$ cat src/design/acmt_consts.svh
// Purpose: Offsets, field positions, reset values and timing counts of the converter control.
// Assumes: 32-bit APB data, one register per aligned word, 100 MHz system clock.
// Notes:   Byte address of a register is four times its index.
`ifndef ACMT_CONSTS_SVH
`define ACMT_CONSTS_SVH

`define ACMT_IDX_MODE_TIMING    10'h086
`define ACMT_IDX_DELAY_LOW      10'h0E3
`define ACMT_IDX_CTRL_TWO       10'h0E2
`define ACMT_IDX_CTRL_ZERO      10'h0E8
`define ACMT_IDX_CTRL_ONE       10'h0E1
`define ACMT_IDX_AUX            10'h0A2
`define ACMT_IDX_IRQ_STATUS     10'h0F0
`define ACMT_IDX_IRQ_MASK       10'h0F1

`define ACMT_ADDR_MODE_TIMING   {`ACMT_IDX_MODE_TIMING, 2'b00}
`define ACMT_ADDR_DELAY_LOW     {`ACMT_IDX_DELAY_LOW, 2'b00}
`define ACMT_ADDR_CTRL_TWO      {`ACMT_IDX_CTRL_TWO, 2'b00}
`define ACMT_ADDR_CTRL_ZERO     {`ACMT_IDX_CTRL_ZERO, 2'b00}
`define ACMT_ADDR_CTRL_ONE      {`ACMT_IDX_CTRL_ONE, 2'b00}
`define ACMT_ADDR_AUX           {`ACMT_IDX_AUX, 2'b00}
`define ACMT_ADDR_IRQ_STATUS    {`ACMT_IDX_IRQ_STATUS, 2'b00}
`define ACMT_ADDR_IRQ_MASK      {`ACMT_IDX_IRQ_MASK, 2'b00}

`define ACMT_MT_HALF_IRQ_EN     5
`define ACMT_MT_CONTINUOUS_SAMPLING_SELECT            4
`define ACMT_MT_AQT_HI          3
`define ACMT_MT_AQT_LO          1
`define ACMT_MT_SLOW            0
`define ACMT_C0_FLAG            7
`define ACMT_C0_START           6
`define ACMT_C0_SRC_HI          5
`define ACMT_C0_SRC_LO          4
`define ACMT_C1_EXT_EN          1
`define ACMT_C1_DIV_HI          6
`define ACMT_C1_DIV_LO          4
`define ACMT_C2_DLY_MSB         0
`define ACMT_AUX_SLOW           4
`define ACMT_IRQ_DONE           0
`define ACMT_IRQ_HALF           1

`define ACMT_RESET_BYTE         8'h00
`define ACMT_UPPER_CHAN_FIRST   4'h9
`define ACMT_AQT_BASE           6'h06
`define ACMT_SEQ_COUNT          8'h08
`define ACMT_SEQ_HALF           (`ACMT_SEQ_COUNT >> 1)

`define ACMT_CLK_NS             10
`define ACMT_CONV_FAST_NS       1400
`define ACMT_CONV_SLOW_NS       4750
`define ACMT_CONV_FAST_CYC      ((`ACMT_CONV_FAST_NS + `ACMT_CLK_NS - 1) / `ACMT_CLK_NS)
`define ACMT_CONV_SLOW_CYC      ((`ACMT_CONV_SLOW_NS + `ACMT_CLK_NS - 1) / `ACMT_CLK_NS)

`endif

$ cat src/design/acmt_pkg.sv
// Purpose: Types shared by the converter control modules.
// Assumes: Constants come from the header.
// Notes:   Each module keeps all of its state in one packed struct.
`include "acmt_consts.svh"

package acmt_pkg;

   typedef enum logic [1:0] {
      ST_IDLE,
      ST_DELAY,
      ST_ACQ,
      ST_CONV
   } acmt_state_t;

   typedef struct packed {
      logic [8:0] count;
      logic       running;
      logic       done;
   } acmt_dly_t;

   typedef struct packed {
      acmt_state_t state;
      logic        half_irq_en;
      logic        continuous_sampling_select;
      logic [2:0]  aqt;
      logic        slow_local;
      logic        slow_aux;
      logic [7:0]  dly_low;
      logic        dly_msb;
      logic        ext_en;
      logic [2:0]  div;
      logic [2:0]  div_cnt;
      logic        tick;
      logic [1:0]  src;
      logic [3:0]  chan;
      logic        flag;
      logic [1:0]  irq_sts;
      logic [1:0]  irq_msk;
      logic        irq;
      logic [8:0]  cnt;
      logic [7:0]  seq;
      logic        trig_prev;
      logic        dly_load;
      logic        sample;
      logic        convert;
      logic        slow;
      logic [31:0] prdata;
      logic        pready;
      logic        pslverr;
   } acmt_regs_t;

endpackage : acmt_pkg

$ cat src/design/acmt_dly_if.sv
// Purpose: Link between the sequencer and the trigger delay counter.
// Assumes: One system clock for both ends.
// Notes:   The done strobe is one cycle long.
interface acmt_dly_if;
   logic       load;
   logic [8:0] value;
   logic       tick;
   logic       done;

   modport seq (output load, output value, output tick, input done);
   modport dly (input load, input value, input tick, output done);
endinterface : acmt_dly_if

$ cat src/design/acmt_ctrl.sv
// Purpose: Mode, acquisition, speed and trigger-delay control of the converter.
// Assumes: APB slave with one wait state; trigger inputs synchronous to CLK_IN.
// Notes:   Conversion timing is counted here; the analog core follows the outputs.
// How it works
// RULE_01 - Half-done enable raises the interrupt at half the continuous sequence.
// RULE_02 - Single mode raises the interrupt after every conversion.
// RULE_03 - Without half-done enable, continuous mode raises the interrupt only after the whole sequence.
// RULE_04 - Upper channels sample for four times the field plus six clocks.
// RULE_05 - Reset acquisition field zero gives the minimum six-clock window.
// RULE_06 - Software keeps the window above 370 ns by its field choice.
// RULE_07 - Software leaves the acquisition field alone during a conversion.
// RULE_08 - Speed bit clear gives the 1400 ns fast conversion.
// RULE_09 - Speed bit set gives the 4750 ns slow conversion.
// RULE_10 - Slow mode is the OR of local and auxiliary slow bits.
// RULE_11 - Delay low byte plus control-two bit 0 form a 9-bit delay.
// RULE_12 - An external trigger waits the delay in converter clocks, then converts.
// RULE_13 - The delay applies only while external triggering is enabled.
// RULE_14 - Software keeps the delay fixed while a pulse-width trigger runs.
// RULE_15 - Start comes from software or external trigger; busy ignores triggers.
// RULE_16 - Completion sets the flag; no start until software clears it.
// RULE_17 - Source field picks pulse-width channel 0, 2, 4 or start pin.
// RULE_18 - Sequence length is a fixed count; half point rounds down.
`include "acmt_consts.svh"
module acmt_ctrl
   import acmt_pkg::*;
(
   input  wire logic        CLK_IN,
   input  wire logic        SYS_RST_IN,
   input  wire logic        PSEL_IN,
   input  wire logic        PENABLE_IN,
   input  wire logic        PWRITE_IN,
   input  wire logic [11:0] PADDR_IN,
   input  wire logic [31:0] PWDATA_IN,
   output      logic [31:0] PRDATA_OUT,
   output      logic        PREADY_OUT,
   output      logic        PSLVERR_OUT,
   input  wire logic [3:0]  TRIG_IN,
   output      logic        IRQ_OUT,
   output      logic        SAMPLE_OUT,
   output      logic        CONVERT_OUT,
   output      logic        SLOW_OUT,
   output      logic [3:0]  CHANNEL_OUT
);

   acmt_regs_t r_q;
   acmt_regs_t r_d;
   acmt_dly_if dly_link ();

   acmt_trig_delay u_delay (
      .clk (CLK_IN),
      .rst (SYS_RST_IN),
      .dly (dly_link)
   );

   assign dly_link.load  = r_q.dly_load;
   assign dly_link.value = {r_q.dly_msb, r_q.dly_low};
   assign dly_link.tick  = r_q.tick;

   assign PRDATA_OUT  = r_q.prdata;
   assign PREADY_OUT  = r_q.pready;
   assign PSLVERR_OUT = r_q.pslverr;
   assign IRQ_OUT     = r_q.irq;
   assign SAMPLE_OUT  = r_q.sample;
   assign CONVERT_OUT = r_q.convert;
   assign SLOW_OUT    = r_q.slow;
   assign CHANNEL_OUT = r_q.chan;

   logic        access;
   logic        wr;
   logic        hit;
   logic [7:0]  wbyte;
   logic [7:0]  rbyte;
   logic        trig_sel;
   logic        trig_edge;
   logic        sw_start;
   logic        can_start;
   logic [5:0]  acq_len;
   logic [8:0]  conv_last;
   logic        conv_end;
   logic [1:0]  irq_set;
   logic [7:0]  seq_next;

   always_comb begin
      r_d          = r_q;
      irq_set      = 2'b00;
      r_d.dly_load = 1'b0;
      access       = PSEL_IN && PENABLE_IN && !r_q.pready;
      wr           = PSEL_IN && PENABLE_IN && r_q.pready && PWRITE_IN && !r_q.pslverr;
      wbyte        = PWDATA_IN[7:0];
      hit          = 1'b1;
      rbyte        = 8'h00;
      seq_next     = r_q.seq + 8'h01;

      // Converter clock enable from the divider.
      r_d.tick = (r_q.div_cnt == r_q.div);
      r_d.div_cnt = r_d.tick ? 3'h0 : r_q.div_cnt + 3'h1;

      // RULE_17 trigger source select
      trig_sel      = TRIG_IN[r_q.src];
      r_d.trig_prev = trig_sel;
      trig_edge     = trig_sel && !r_q.trig_prev;

      // RULE_04 upper channel window
      acq_len = (r_q.chan >= `ACMT_UPPER_CHAN_FIRST) ?
                ({1'b0, r_q.aqt, 2'b00} + `ACMT_AQT_BASE) : `ACMT_AQT_BASE;
      // RULE_10 OR of slow bits
      r_d.slow  = r_q.slow_local || r_q.slow_aux;
      // RULE_08 fast conversion time
      conv_last = 9'(`ACMT_CONV_FAST_CYC - 1);
      // RULE_09 slow conversion time
      if (r_q.slow) begin
         conv_last = 9'(`ACMT_CONV_SLOW_CYC - 1);
      end
      conv_end = 1'b0;

      case (PADDR_IN)
         `ACMT_ADDR_MODE_TIMING: rbyte = {2'b00, r_q.half_irq_en, r_q.continuous_sampling_select,
                                          r_q.aqt, r_q.slow_local};
         `ACMT_ADDR_DELAY_LOW:   rbyte = r_q.dly_low;
         `ACMT_ADDR_CTRL_TWO:    rbyte = {7'h00, r_q.dly_msb};
         `ACMT_ADDR_CTRL_ZERO:   rbyte = {r_q.flag, r_q.state != ST_IDLE, r_q.src, r_q.chan};
         `ACMT_ADDR_CTRL_ONE:    rbyte = {1'b0, r_q.div, 2'b00, r_q.ext_en, 1'b0};
         `ACMT_ADDR_AUX:         rbyte = {3'h0, r_q.slow_aux, 4'h0};
         `ACMT_ADDR_IRQ_STATUS:  rbyte = {6'h00, r_q.irq_sts};
         `ACMT_ADDR_IRQ_MASK:    rbyte = {6'h00, r_q.irq_msk};
         default:                hit   = 1'b0;
      endcase

      // APB answer one cycle after the access phase opens.
      r_d.pready  = access;
      r_d.pslverr = access && !hit;
      r_d.prdata  = (access && !PWRITE_IN) ? {24'h000000, rbyte} : 32'h00000000;

      sw_start = 1'b0;
      if (wr) begin
         case (PADDR_IN)
            `ACMT_ADDR_MODE_TIMING: begin
               r_d.half_irq_en = wbyte[`ACMT_MT_HALF_IRQ_EN];
               r_d.continuous_sampling_select        = wbyte[`ACMT_MT_CONTINUOUS_SAMPLING_SELECT];
               r_d.aqt         = wbyte[`ACMT_MT_AQT_HI:`ACMT_MT_AQT_LO];
               r_d.slow_local  = wbyte[`ACMT_MT_SLOW];
            end
            // RULE_11 nine-bit delay value
            `ACMT_ADDR_DELAY_LOW: r_d.dly_low = wbyte;
            `ACMT_ADDR_CTRL_TWO:  r_d.dly_msb = wbyte[`ACMT_C2_DLY_MSB];
            `ACMT_ADDR_CTRL_ZERO: begin
               if (!wbyte[`ACMT_C0_FLAG]) begin
                  r_d.flag = 1'b0;
               end
               sw_start = wbyte[`ACMT_C0_START];
               r_d.src  = wbyte[`ACMT_C0_SRC_HI:`ACMT_C0_SRC_LO];
               r_d.chan = wbyte[3:0];
            end
            `ACMT_ADDR_CTRL_ONE: begin
               r_d.ext_en = wbyte[`ACMT_C1_EXT_EN];
               r_d.div    = wbyte[`ACMT_C1_DIV_HI:`ACMT_C1_DIV_LO];
            end
            `ACMT_ADDR_AUX:        r_d.slow_aux = wbyte[`ACMT_AUX_SLOW];
            `ACMT_ADDR_IRQ_STATUS: r_d.irq_sts  = r_q.irq_sts & ~wbyte[1:0];
            `ACMT_ADDR_IRQ_MASK:   r_d.irq_msk  = wbyte[1:0];
            default: begin
            end
         endcase
      end

      // RULE_16 flag blocks new starts
      can_start = (r_q.state == ST_IDLE) && !r_q.flag;

      case (r_q.state)
         ST_IDLE: begin
            r_d.seq = 8'h00;
            // RULE_15 software or external start
            if (can_start && sw_start) begin
               r_d.state = ST_ACQ;
               r_d.cnt   = 9'h000;
            // RULE_13 delay only with external trigger
            end else if (can_start && r_q.ext_en && trig_edge) begin
               r_d.state    = ST_DELAY;
               r_d.dly_load = 1'b1;
            end
         end
         ST_DELAY: begin
            // RULE_12 convert after delay
            if (dly_link.done) begin
               r_d.state = ST_ACQ;
               r_d.cnt   = 9'h000;
            end
         end
         ST_ACQ: begin
            // RULE_05 six-clock minimum window
            if (r_q.tick) begin
               if (r_q.cnt == {3'h0, acq_len - 6'h01}) begin
                  r_d.state = ST_CONV;
                  r_d.cnt   = 9'h000;
               end else begin
                  r_d.cnt = r_q.cnt + 9'h001;
               end
            end
         end
         ST_CONV: begin
            r_d.cnt  = r_q.cnt + 9'h001;
            conv_end = (r_q.cnt == conv_last);
            if (conv_end) begin
               r_d.cnt = 9'h000;
               r_d.seq = seq_next;
               if (!r_q.continuous_sampling_select) begin
                  // RULE_02 interrupt per conversion
                  r_d.state          = ST_IDLE;
                  r_d.flag           = 1'b1;
                  irq_set[`ACMT_IRQ_DONE] = 1'b1;
               end else if (seq_next == `ACMT_SEQ_COUNT) begin
                  // RULE_03 interrupt after full sequence
                  r_d.state          = ST_IDLE;
                  r_d.flag           = 1'b1;
                  irq_set[`ACMT_IRQ_DONE] = 1'b1;
               end else begin
                  r_d.state = ST_ACQ;
                  // RULE_18 half point rounds down
                  if (seq_next == 8'(`ACMT_SEQ_HALF)) begin
                     // RULE_01 half-done interrupt
                     irq_set[`ACMT_IRQ_DONE] = r_q.half_irq_en;
                     irq_set[`ACMT_IRQ_HALF] = r_q.half_irq_en;
                  end
               end
            end
         end
         default: r_d.state = ST_IDLE;
      endcase

      // Hardware set wins over a same-cycle software clear.
      r_d.irq_sts = r_d.irq_sts | irq_set;
      r_d.irq     = |(r_d.irq_sts & r_d.irq_msk);
      r_d.sample  = (r_d.state == ST_ACQ);
      r_d.convert = (r_d.state == ST_CONV);
   end

   always_ff @(posedge CLK_IN) begin
      if (SYS_RST_IN) begin
         r_q <= '0;
      end else begin
         r_q <= r_d;
      end
   end

endmodule // acmt_ctrl

$ cat src/design/acmt_trig_delay.sv
// Purpose: Counts the external trigger delay in converter clock periods.
// Assumes: The tick is a one-cycle enable at the converter clock rate.
// Notes:   A zero delay gives done one cycle after the load.
module acmt_trig_delay
   import acmt_pkg::*;
(
   input  wire logic clk,
   input  wire logic rst,
   acmt_dly_if.dly   dly
);

   acmt_dly_t r_q;
   acmt_dly_t r_d;

   assign dly.done = r_q.done;

   always_comb begin
      r_d      = r_q;
      r_d.done = 1'b0;
      // RULE_12 count delay periods
      if (dly.load) begin
         r_d.count   = dly.value;
         r_d.running = (dly.value != 9'h000);
         r_d.done    = (dly.value == 9'h000);
      end else if (r_q.running && dly.tick) begin
         if (r_q.count == 9'h001) begin
            r_d.running = 1'b0;
            r_d.done    = 1'b1;
         end
         r_d.count = r_q.count - 9'h001;
      end
   end

   always_ff @(posedge clk) begin
      if (rst) begin
         r_q <= '0;
      end else begin
         r_q <= r_d;
      end
   end

endmodule // acmt_trig_delay

$ cat config.mk
export PLATFORM = sky130hd
export DESIGN_NAME = acmt_ctrl
export DESIGN_NICKNAME = d
export VERILOG_FILES = /design/src/design/acmt_pkg.sv /design/src/design/acmt_dly_if.sv /design/src/design/acmt_ctrl.sv /design/src/design/acmt_trig_delay.sv
export VERILOG_INCLUDE_DIRS = /design/src /design/src/design
export SDC_FILE = /design/constraint.sdc
export NUM_CORES = 1
export LEC_CHECK = 0
export BUFFER_PORTS_ARGS = -buffer_cell sky130_fd_sc_hd__buf_2
export CORE_ASPECT_RATIO = 1.5
export CORE_MARGIN = 2
export CORE_UTILIZATION = 60
export CTS_BUF_LIST = sky130_fd_sc_hd__clkbuf_2
export DETAILED_ROUTE_END_ITERATION = 12
export PLACE_DENSITY = 0.95
export SLEW_MARGIN = 20
export SYNTH_ARGS = -nofsm -noshare
export SYNTH_HDL_FRONTEND = slang
export SYNTH_SLANG_ARGS = --single-unit
$ cat constraint.sdc
create_clock -name CLK_IN -period 4.4 [get_ports CLK_IN]
set_input_delay 0 -clock CLK_IN [delete_from_list [all_inputs] [get_ports CLK_IN]]
set_output_delay 0 -clock CLK_IN [all_outputs]
set_load 0.03 [all_outputs]
== Word-level counts from Yosys, hierarchy flattened ==
Cells that the tools add are included.
Cells by class
  bitwise operators: 6
  reduce and logical (&&, ||, !) cells: 41
  order comparisons: 2
  eq/ne operators: 23
  $add $sub $neg: 6
  multiplexer cells: 44
Operator list (number)
  $eq 12x10->1 const B: 8
  $pmux 8 s8: 1
  $mux 9: 5
  $pmux 9 s4: 1
  $mux 2: 14
  $mux 11: 2
  $mux 17: 1
  $pmux 8 s2: 1
  $reduce_and 2->1: 8
  $mux 1: 15
  $logic_and 1x1->1: 13
  $add 9x1->9 const B: 1
  $eq 9x1->1 const B: 1
  $eq 9x6->1: 1
  $eq 9x9->1: 1
  $logic_not 9->1: 1
  $reduce_bool 9->1: 1
  $sub 9x1->9 const B: 1
  $add 8x1->8 const B: 1
  $eq 2x2->1 const B: 4
  $eq 8x3->1 const B: 1
  $eq 8x4->1 const B: 1
  $pmux 2 s4: 1
  $reduce_bool 2->1: 4
  23 further kinds: 34
Word-level totals
  input port bits: 53
  register bits: 105
  output and inout bits: 42
  logic and storage cells: 154

== Longest topological paths before layout ==
Gate-level depths: netlist of the first run.
  depth in word-level cells: 10
  depth in mapped cells: 8
  mapped depth without buffers: 7

== By module ==
A second synthesis of the first run with hierarchy kept.
Second synthesis, totals
  cell total of the unflattened synthesis: 548
  area, all modules: 4596.9 µm²
By module, submodules not included
  acmt_ctrl: cells an instance 472, instances 1, area an instance 3925.0 µm², seq. area each 1401.3 µm²
  acmt_trig_delay: cells an instance 76, instances 1, area an instance 671.9 µm², seq. area each 220.2 µm²

== Least setup slack after synthesis of the first run ==
No wires, ideal clock.
  path kind: reg-to-reg
  start: register r_q, in the netlist PREADY_OUT
  end: register r_q[86] (netlist bit)
  cell stages (with the launch flop): 7
  setup time: 0.128 ns
  data arrival time: 1.974 ns
  period minus slack after synthesis: 2.101 ns
  data required time: 4.272 ns
  path slack: 2.299 ns
  path buffers: 1
  cells stage by stage: dfxtp_1 > nand4_1 > or2_2 > clkbuf_1 > nor3_2 > mux2i_1 > nor2_1
On the way
  longest elaborated chain between the ends: 4
Ends and longest elaborated chain
  start, declared: line acmt_ctrl.sv:45  | acmt_regs_t r_q;
  start signal, assigned: line acmt_ctrl.sv:241  | r_q <= r_d;
  $logic_and 1x1->1 (3 in a row): line acmt_ctrl.sv:88  | wr = PSEL_IN && PENABLE_IN && r_q.pready && PWRITE_IN && !r_q.pslverr;
  $reduce_and 2->1 (no line)
No other way between the ends.
A chain may end at the register's enable or synchronous reset.

== Worst setup path in the final report of the first run ==
  start: input port PADDR_IN[10]
  end: register r_q[85] (netlist bit)
On the way
  longest elaborated chain between the ends: 2
Ends and longest elaborated chain
  start, declared: line acmt_ctrl.sv:32  | input wire logic [11:0] PADDR_IN,
  $eq 12x10->1: line acmt_ctrl.sv:136  | case (PADDR_IN)
  $reduce_and 2->1 (no line)
No other way between the ends.

==> results of run 1 <==
-- layout make-up --
| cell class | instances | area share, % |
|---|---|---|
| antenna | 2 | 0.1029 |
| clock buffer | 14 | 1.440 |
| clock inverter | 2 | 0.7973 |
| inverter | 11 | 0.8488 |
| multi-input combinational | 393 | 51.23 |
| sequential | 81 | 33.33 |
| tap | 100 | 2.572 |
| timing repair buffer | 70 | 9.671 |
-- kinds of logic (layout without fill, tap and decap cells) --
kind of cell               after synthesis  after routing  synth area share (%)
muxes                                   32             32                 7.636
other                                    1             26               0.08445
DFF                                     81             81                 36.52
AOI/OAI and AO/OA                       96             96                 14.85
xor gates and xnor gates                15             15                 2.959
adders and majority gates                8              8                 2.254
buffers and inverters                   69             97                 9.298
and+or+nand+nor                        218            218                 26.40
-- synthesized netlist by cell type, drive strengths merged, types with 3 or more instances --
| cell type | n | area share, % |
|---|---|---|
| or4b | 3 | 0.68 |
| nand4 | 5 | 0.70 |
| and2 | 7 | 0.99 |
| o21ai | 16 | 1.8 |
| and2b | 3 | 0.51 |
| or3 | 4 | 0.68 |
| nand2b | 3 | 0.42 |
| a222oi | 5 | 1.1 |
| or3b | 5 | 0.99 |
| nand3 | 15 | 1.7 |
| o21a | 3 | 0.51 |
| nand4b | 4 | 1.1 |
| and3 | 5 | 0.82 |
| dfxtp | 81 | 37 |
| a31oi | 7 | 0.99 |
| nor2b | 6 | 0.85 |
| a21oi | 30 | 3.4 |
| a221o | 5 | 1.1 |
| o2bb2ai | 3 | 0.59 |
| nor3 | 16 | 2.2 |
| xor2 | 8 | 1.6 |
| xnor2 | 7 | 1.4 |
| or2 | 5 | 0.70 |
| o31ai | 4 | 0.68 |
| mux2 | 5 | 1.3 |
| nand2 | 36 | 3.1 |
| ha | 8 | 2.3 |
| inv | 10 | 0.85 |
| nor2 | 79 | 6.8 |
| nor4b | 4 | 0.79 |
| a21o | 4 | 0.68 |
| clkbuf | 15 | 1.3 |
| mux2i | 26 | 5.9 |
| buf | 43 | 7.1 |
| nand3b | 4 | 0.68 |
| nor4 | 9 | 1.7 |
-- final timing paths --
check                    start       endpoint  slack [ns]  cells past startpoint
hold reg to reg        r_q[69]        r_q[69]        0.49                      1
setup / recovery  PADDR_IN[10]        r_q[85]        1.58                     10
setup reg to reg       r_q[51]     SAMPLE_OUT        1.93                      6
hold / removal     PADDR_IN[3]  PRDATA_OUT[5]        0.04                      4
-- power by group --
group / leakage (nW) / switching, mW / internal (mW) / total, mW
registers: 0.653 / 0.00165 / 0.737 / 0.738
logic: 1.31 / 0.0643 / 0.0293 / 0.0936
clock network: 0.0764 / 0.250 / 0.144 / 0.395
-- worst max-delay path: cells and delay by family --
family                 cells  cell delay [ns]
buffers and inverters      4             1.81
AOI/OAI and AO/OA          1             0.16
and+or+nand+nor            5             1.35
-- routing by layer --
metal / vias to the layer above / routed length (microns)
met5: - / 0
met4: 0 / 519
met3: 47 / 623
met2: 184 / 5878
met1: 1909 / 4106
li1: 1903 / -
-- state kept, by name, summed over array words and instances, names as in the netlist, 4 cells and up --
register / count
u_delay.r_q: 10
CHANNEL_OUT: 4
r_q: 41
PRDATA_OUT: 8
dly_link.value: 9
-- metrics by stage --
step | hold slack [ns] | util [%] | instance area (sq um) | setup slack, ns | total power [mW]
floorplan | 0.1360 | - | 4527 | 2.299 | 0.8199
global placement | 0.2605 | 62.41 | 4511 | 2.062 | 0.8274
detailed placement | 0.2789 | 62.41 | 4511 | 2.007 | 0.8281
CTS | 0.02108 | 67.24 | 4860 | 1.802 | 1.224
global route | 0.03320 | 67.31 | 4865 | 1.443 | 1.262
finish | 0.04185 | 67.31 | 4865 | 1.576 | 1.227
-- repair_timing --
item | in CTS | in global routing
setup endpoints to repair | 0 | 0
hold buffers | 24 | 0
hold endpoints to repair | 44 | 0
gates resized for setup | 0 | 0
==> flow_summary.yaml, run 1 <==
detailed_routing:
  drt-total-wl_microns: 11130
  post-route-drc-count: 0
  dr.pass1.iters: 5
  routed-via-count: 4043
  drt_iter0_drc: 357
  routedWlPerCell_microns: 16.53
  viasPerCell: 6.007
  drtAntennaViolNets: 0
clock_network:
  numCtsBuffers: 9
  clk-insertion-delay-late_ns: 0.56
  root_buffer: "clkbuf_2"
  cts_tree: "built"
  cts_setup_buffers: 0
  h-tree-depth: 3
  cts_sinks: 81
  path_clk_slew_ns: 0.22
  ctsLongestPathBuffers: 2
status:
  status: "finished clean"
power:
  ir_worst_vdd_mv: 0.2143
  power_density_nw_per_um2: 252.2
  p_leak_nw: 2.043
cells_and_area:
  syn_to_final_growth_pct: 9.552
  fin_cells: 673
  num-nets-final: 627
  seqCellArea_sq_um: 1622
  drive_gt1_share_pct: 16.29
  multi_input_area_sq_um: 2492
  fillers: 593
  final_cell_mix: "dfxtp_1, nor2_1, buf_2"
  final_common_cell: "dfxtp_1"
grt:
  grt.total_usage_pct: 29.53
  grt_antenna_before_repair: 2
  global_route.usage.met3_pct: 5.958
  grt_pass1_wl_microns: 18350
  met2_usage_pct: 53.00
  overflow: 0
  grt_max_degree: 57
  grt_pass1_vias: 3953
  grtUsageMet1_pct: 31.36
  busiest_layer: "met2"
timing:
  finalCritPeriodShare_pct: 64.18
  max-slew-margin-rel_pct: 32.40
  rsz0062_at_grt: "no"
  tns_ns: 0
  max_freq_mhz: 354.1
  period_minus_slack_ns: 2.824
  worst_pin_slew_ns: 1.014
  finalSetupViolations: 0
  finalClockSkew_ns: 0.03528
  drv_slew: 0
  hold_viol_final: 0
logic_synthesis:
  syn_inst: 520
  ys_types: 73
  async_flop_share_pct: 0
  ys_warn_count: 0
  ys_seq_area_share_pct: 36.52
  ys.flop_type: "dfxtp_1"
  syn-cell-area_sq_um: 4441
  synth.avg_cell_area_sq_um: 8.539
  synth-seq-cells: 81
  synth-edff-count: 0
placement:
  gp_congestion: 1.013
  dpl.cell_count: 631
  port_buffers: 46
  dp_hpwl_microns: 7911
setup_path:
  critical_path.cell_chain: "dlygate4sd3_1 > buf_2 > or3b_2 > nor2_1 > nand2_1 > nor3_1 > nand3_1 > dlygate4sd3_1 > a21oi_1 > dlygate4sd3_1"
  endpoint_kind: "flip-flop"
  crit_required_ns: 4.91
  cp_max_fo: 7
  crit_arrival_ns: 3.33
  crit_type: "in2reg"
  slowest_delay_ns: 0.58
  cp-start-kind: "input pin"
  cpMostUsedCell: "dlygate4sd3_1"
  cpMaxStageDelayCell: "dlygate4sd3_1"
die:
  dieArea_sq_um: 8119
  die_w_microns: 74.24
  io_pins: 95
  die_y_microns: 109.4
  placementRows: 38
  core-area_sq_um: 7227
  initial_core_util_pct: 61.44
flow_run:
  drv_cap: 0
worst_hold_path:
  hold_class: "in2reg"
Power figures use the tool's default switching activity.
==> run 2: changes to the inputs <==
- CORE_UTILIZATION: 60 -> 57
- PLACE_DENSITY: 0.95 -> 0.94
- clock period: 4.4 -> 2.9 ns (I/O delays scaled with it)
==> flow_summary.yaml, run 2 (synthesized netlist as in run 1, its figures left out) <==
die:
  placementRows: 39
  core-area_sq_um: 7612
  io_pins: 95
  die_y_microns: 112.1
  dieArea_sq_um: 8527
  initial_core_util_pct: 58.33
  die_w_microns: 76.07
setup_path:
  endpoint_kind: "flip-flop"
  crit_arrival_ns: 3.13
  slowest_delay_ns: 0.59
  cp-start-kind: "flip-flop"
  cpMostUsedCell: "dlygate4sd3_1"
  cp_max_fo: 11
  crit_required_ns: 3.37
  cpMaxStageDelayCell: "dlygate4sd3_1"
  crit_type: "reg2reg"
  critical_path.cell_chain: "nand4_1 > or2_2 > o41ai_1 > dlygate4sd3_1 > a21oi_1 > dlygate4sd3_1"
clock_network:
  cts_resized: 0
  cts_tree: "built"
  ctsLongestPathBuffers: 2
  cts_setup_buffers: 0
  numCtsBuffers: 9
  root_buffer: "clkbuf_2"
  path_clk_slew_ns: 0.21
  cts_sinks: 81
  h-tree-depth: 3
  clk-insertion-delay-late_ns: 0.57
detailed_routing:
  dr.pass1.iters: 7
  drt_iter0_drc: 343
  routedWlPerCell_microns: 16.76
  routed-via-count: 4085
  drt-total-wl_microns: 11400
  drtAntennaViolNets: 0
  post-route-drc-count: 0
  viasPerCell: 6.007
grt:
  overflow: 0
  grt.total_usage_pct: 26.81
  grt_antenna_before_repair: 0
  grt_pass1_vias: 3880
  grt_pass1_wl_microns: 18240
  grt_max_degree: 37
power:
  p_comb_share_pct: 8.4
  power_frac_clock_pct: 27.9
  seq_power_share_pct: 63.7
  power.switching_mw: 0.4902
  p_leak_nw: 2.046
  p_int_mw: 1.268
  power_density_nw_per_um2: 358.9
  ir_worst_vdd_mv: 0.3273
  switching_share_pct: 27.88
  total_power_mw: 1.758
timing:
  finalCritPeriodShare_pct: 91.63
  max_freq_mhz: 376.3
  finalClockSkew_ns: 0.03199
  tns_ns: 0
  rsz0062_at_grt: "no"
  drv_slew: 0
  worst_pin_slew_ns: 0.6990
  max-slew-margin-rel_pct: 53.31
  finalSetupViolations: 0
  hold_viol_final: 0
  period_minus_slack_ns: 2.657
cells_and_area:
  syn_to_final_growth_pct: 10.31
  fin_area_sq_um: 4898
  diodes: 0
  final_cell_mix: "dfxtp_1, nor2_1, buf_2"
  largest_reg_flops: 41
  final_common_cell: "dfxtp_1"
  fin_cells: 680
  num-nets-final: 634
  drive_gt1_share_pct: 16.26
  top_register: "r_q"
placement:
  dp_hpwl_microns: 8132
  gp_congestion: 1.054
  port_buffers: 46
  dpl.cell_count: 636
  placed_cell_area_sq_um: 4536
status:
  status: "finished clean"
flow_run:
  drv_cap: 0
worst_hold_path:
  hold_class: "in2reg"
==> run 2: cell type report <==
cell class                      count  area [sq um]
Clock inverter                      7         37.54
Multi-Input combinational cell    393          2492
Fill cell                         643          2714
Clock buffer                        9         45.04
Inverter                           11         41.29
Timing Repair Buffer               77         533.0
Tap cell                          102         127.6
Sequential cell                    81          1622
==> run 2: repair_timing <==
item	in CTS	in global routing
hold buffers	28	0
hold endpoints to repair	53	0
setup endpoints to repair	0	0
==> run 2: worst max-delay path: cells and delay by family (launching register included) <==
family,cells,cell delay [ns]
compound gates,2,0.36
buf+inv,2,1.15
flops,1,0.40
simple gates,2,0.66
==> run 2: power groups by stage <==
| stage | sequential, mW | clock (mW) | combinational (mW) |
|---|---|---|---|
| finish | 1.12 | 0.490 | 0.147 |
| global route | 1.12 | 0.541 | 0.154 |
| CTS | 1.12 | 0.497 | 0.141 |
| detailed placement | 1.14 | 0 | 0.116 |
| global placement | 1.14 | 0 | 0.114 |
| floorplan | 1.14 | 0 | 0.100 |
==> run 2: per-stage QoR <==
step,hold WS [ns],util [%],setup WS [ns]
4_1_cts,0.01546,64.35,0.2581
5_1_grt,0.04697,64.35,0.07219
3_3_place_gp,0.2609,59.58,0.5660
2_1_floorplan,0.1360,-,0.7987
3_5_place_dp,0.2676,59.58,0.5066
6_report,0.07183,64.35,0.2427
==> run 2: final timing paths <==
path,cells past startpoint,slack (ns),to,startpoint
worst max-delay path,6,0.24,r_q[85],PREADY_OUT
worst min-delay path,4,0.07,PRDATA_OUT[5],PADDR_IN[3]
worst max register to register,6,0.24,r_q[85],PREADY_OUT
worst min register to register,1,0.49,r_q[69],r_q[69]
==> run 2: layer usage <==
metal	vias up	track usage (%)	wire [microns]
li1	1901	-	-
met1	1929	27.05	4096
met2	194	49.70	5997
met3	61	5.627	663
met4	0	17.09	642
met5	-	0	0
==> run 3: changes to the inputs <==
- REMOVE_ABC_BUFFERS: default -> 1
==> flow_summary.yaml, run 3 (synthesized netlist as in run 1, its figures left out) <==
status:
  status: "finished clean"
cells_and_area:
  diodes: 0
  drive_gt1_share_pct: 16.52
  num-nets-final: 631
  final_cell_mix: "dfxtp_1, nor2_1, buf_2"
  syn_to_final_growth_pct: 10.82
  top_register: "r_q"
  final_common_cell: "dfxtp_1"
  largest_reg_flops: 41
timing:
  finalSetupViolations: 0
  worst_pin_slew_ns: 0.7119
  period_minus_slack_ns: 2.685
  finalClockSkew_ns: 0.02686
  hold_viol_final: 0
  finalCritPeriodShare_pct: 92.57
  drv_slew: 0
  max_freq_mhz: 372.5
  rsz0062_at_grt: "no"
  max-slew-margin-rel_pct: 52.28
  tns_ns: 0
power:
  power_density_nw_per_um2: 396.1
  p_leak_nw: 2.064
  total_power_mw: 1.949
  seq_power_share_pct: 57.5
  p_comb_share_pct: 7.5
  power.switching_mw: 0.4987
  power_frac_clock_pct: 35.0
  switching_share_pct: 25.58
  p_int_mw: 1.451
  ir_worst_vdd_mv: 0.5599
flow_run:
  drv_cap: 0
clock_network:
  numCtsBuffers: 9
  ctsLongestPathBuffers: 2
  h-tree-depth: 3
  cts_sinks: 81
  root_buffer: "clkbuf_2"
  path_clk_slew_ns: 0.22
  clk-insertion-delay-late_ns: 0.55
  cts_tree: "built"
placement:
  port_buffers: 46
  dp_hpwl_microns: 7872
  gp_congestion: 0.9500
grt:
  grt_pass1_wl_microns: 18300
  grt_pass1_vias: 4051
  grt.total_usage_pct: 26.64
  grt_antenna_before_repair: 0
  overflow: 0
  grt_max_degree: 56
detailed_routing:
  routed-via-count: 4186
  dr.pass1.iters: 7
  routedWlPerCell_microns: 16.60
  drt-total-wl_microns: 11240
  viasPerCell: 6.183
  drt_iter0_drc: 519
  post-route-drc-count: 0
  drtAntennaViolNets: 0
setup_path:
  critical_path.cell_chain: "dlygate4sd3_1 > buf_2 > or3b_2 > dlygate4sd3_1 > nor2_1 > o21ai_0 > o211ai_1 > nand3b_1 > nor2_1"
  cp-start-kind: "input pin"
  slowest_delay_ns: 0.60
  crit_arrival_ns: 3.13
  crit_type: "in2reg"
  cpMaxStageDelayCell: "dlygate4sd3_1"
  crit_required_ns: 3.35
  cp_max_fo: 8
  r2r_slack_ns: 0.25
  endpoint_kind: "flip-flop"
die:
  die_y_microns: 112.1
  initial_core_util_pct: 58.33
  die_w_microns: 76.07
  placementRows: 39
  dieArea_sq_um: 8527
  io_pins: 95
  core-area_sq_um: 7612
worst_hold_path:
  hold_class: "in2reg"
run 3: changes by cell type in the layout (fill, tap and decap cells not counted):
| cell | change |
|---|---|
| dlygate4sd3_1 | -2 |
| clkinv_1 | -2 |
| clkinvlp_4 | -1 |
| clkbuf_2 | +1 |
| bufinv_16 | +2 |
| buf_4 | -1 |
run 3: power groups by stage:
stage                     clock (mW)  combinational, mW  sequential (mW)
after detailed placement           0              0.117             1.14
after global routing           0.732              0.154             1.12
final                          0.683              0.146             1.12
after floorplan                    0             0.0622             1.14
after CTS                      0.688              0.141             1.12
after global placement             0              0.115             1.14
run 3: worst paths after layout:
path | from | endpoint | depth (start not counted)
max | PADDR_IN[11] | PRDATA_OUT[6] | 9
min reg2reg | r_q[69] | r_q[69] | 1
max reg2reg | PREADY_OUT | r_q[85] | 6
min | PADDR_IN[10] | r_q[60] | 6
run 3: through the flow:
step	hold WS, ns	cells	setup WS [ns]	utilization (%)	instance area [sq um]
2_1_floorplan	0.06907	485	0.7612	-	4155
3_3_place_gp	0.2588	635	0.5838	59.48	4528
3_5_place_dp	0.2707	635	0.5531	59.48	4528
4_1_cts	0.01350	677	0.2859	64.65	4921
5_1_grt	0.06943	677	0.1018	64.65	4921
6_report	0.06651	677	0.2154	64.65	4921
run 3: layout make-up:
type | count | area [sq um]
Fill cell | 604 | 2691
Multi-Input combinational cell | 393 | 2492
Sequential cell | 81 | 1622
Timing Repair Buffer | 74 | 505.5
Tap cell | 102 | 127.6
Clock inverter | 6 | 82.58
Clock buffer | 10 | 50.05
Inverter | 11 | 41.29
run 3: what timing repair did:
| item | CTS | global route |
|---|---|---|
| resized for setup | 0 | 0 |
| setup buffers | 0 | 0 |
| hold buffers | 26 | 0 |
| endpoints found under the hold margin | 52 | 0 |
run 3: worst max-delay path: cells and delay by family:
kind | cells | cell delay [ns]
AOI/OAI and AO/OA | 2 | 0.34
buffers and inverters | 3 | 1.24
and+or+nand+nor | 4 | 1.53
run 3: per-layer routing:
metal / routed length [microns] / track usage, % / up-vias
met1: 3893 / 28.40 / 1925
li1: - / - / 1901
met4: 704 / 19.64 / 0
met3: 872 / 4.019 / 85
met2: 5766 / 47.50 / 275
met5: 0 / 0 / -
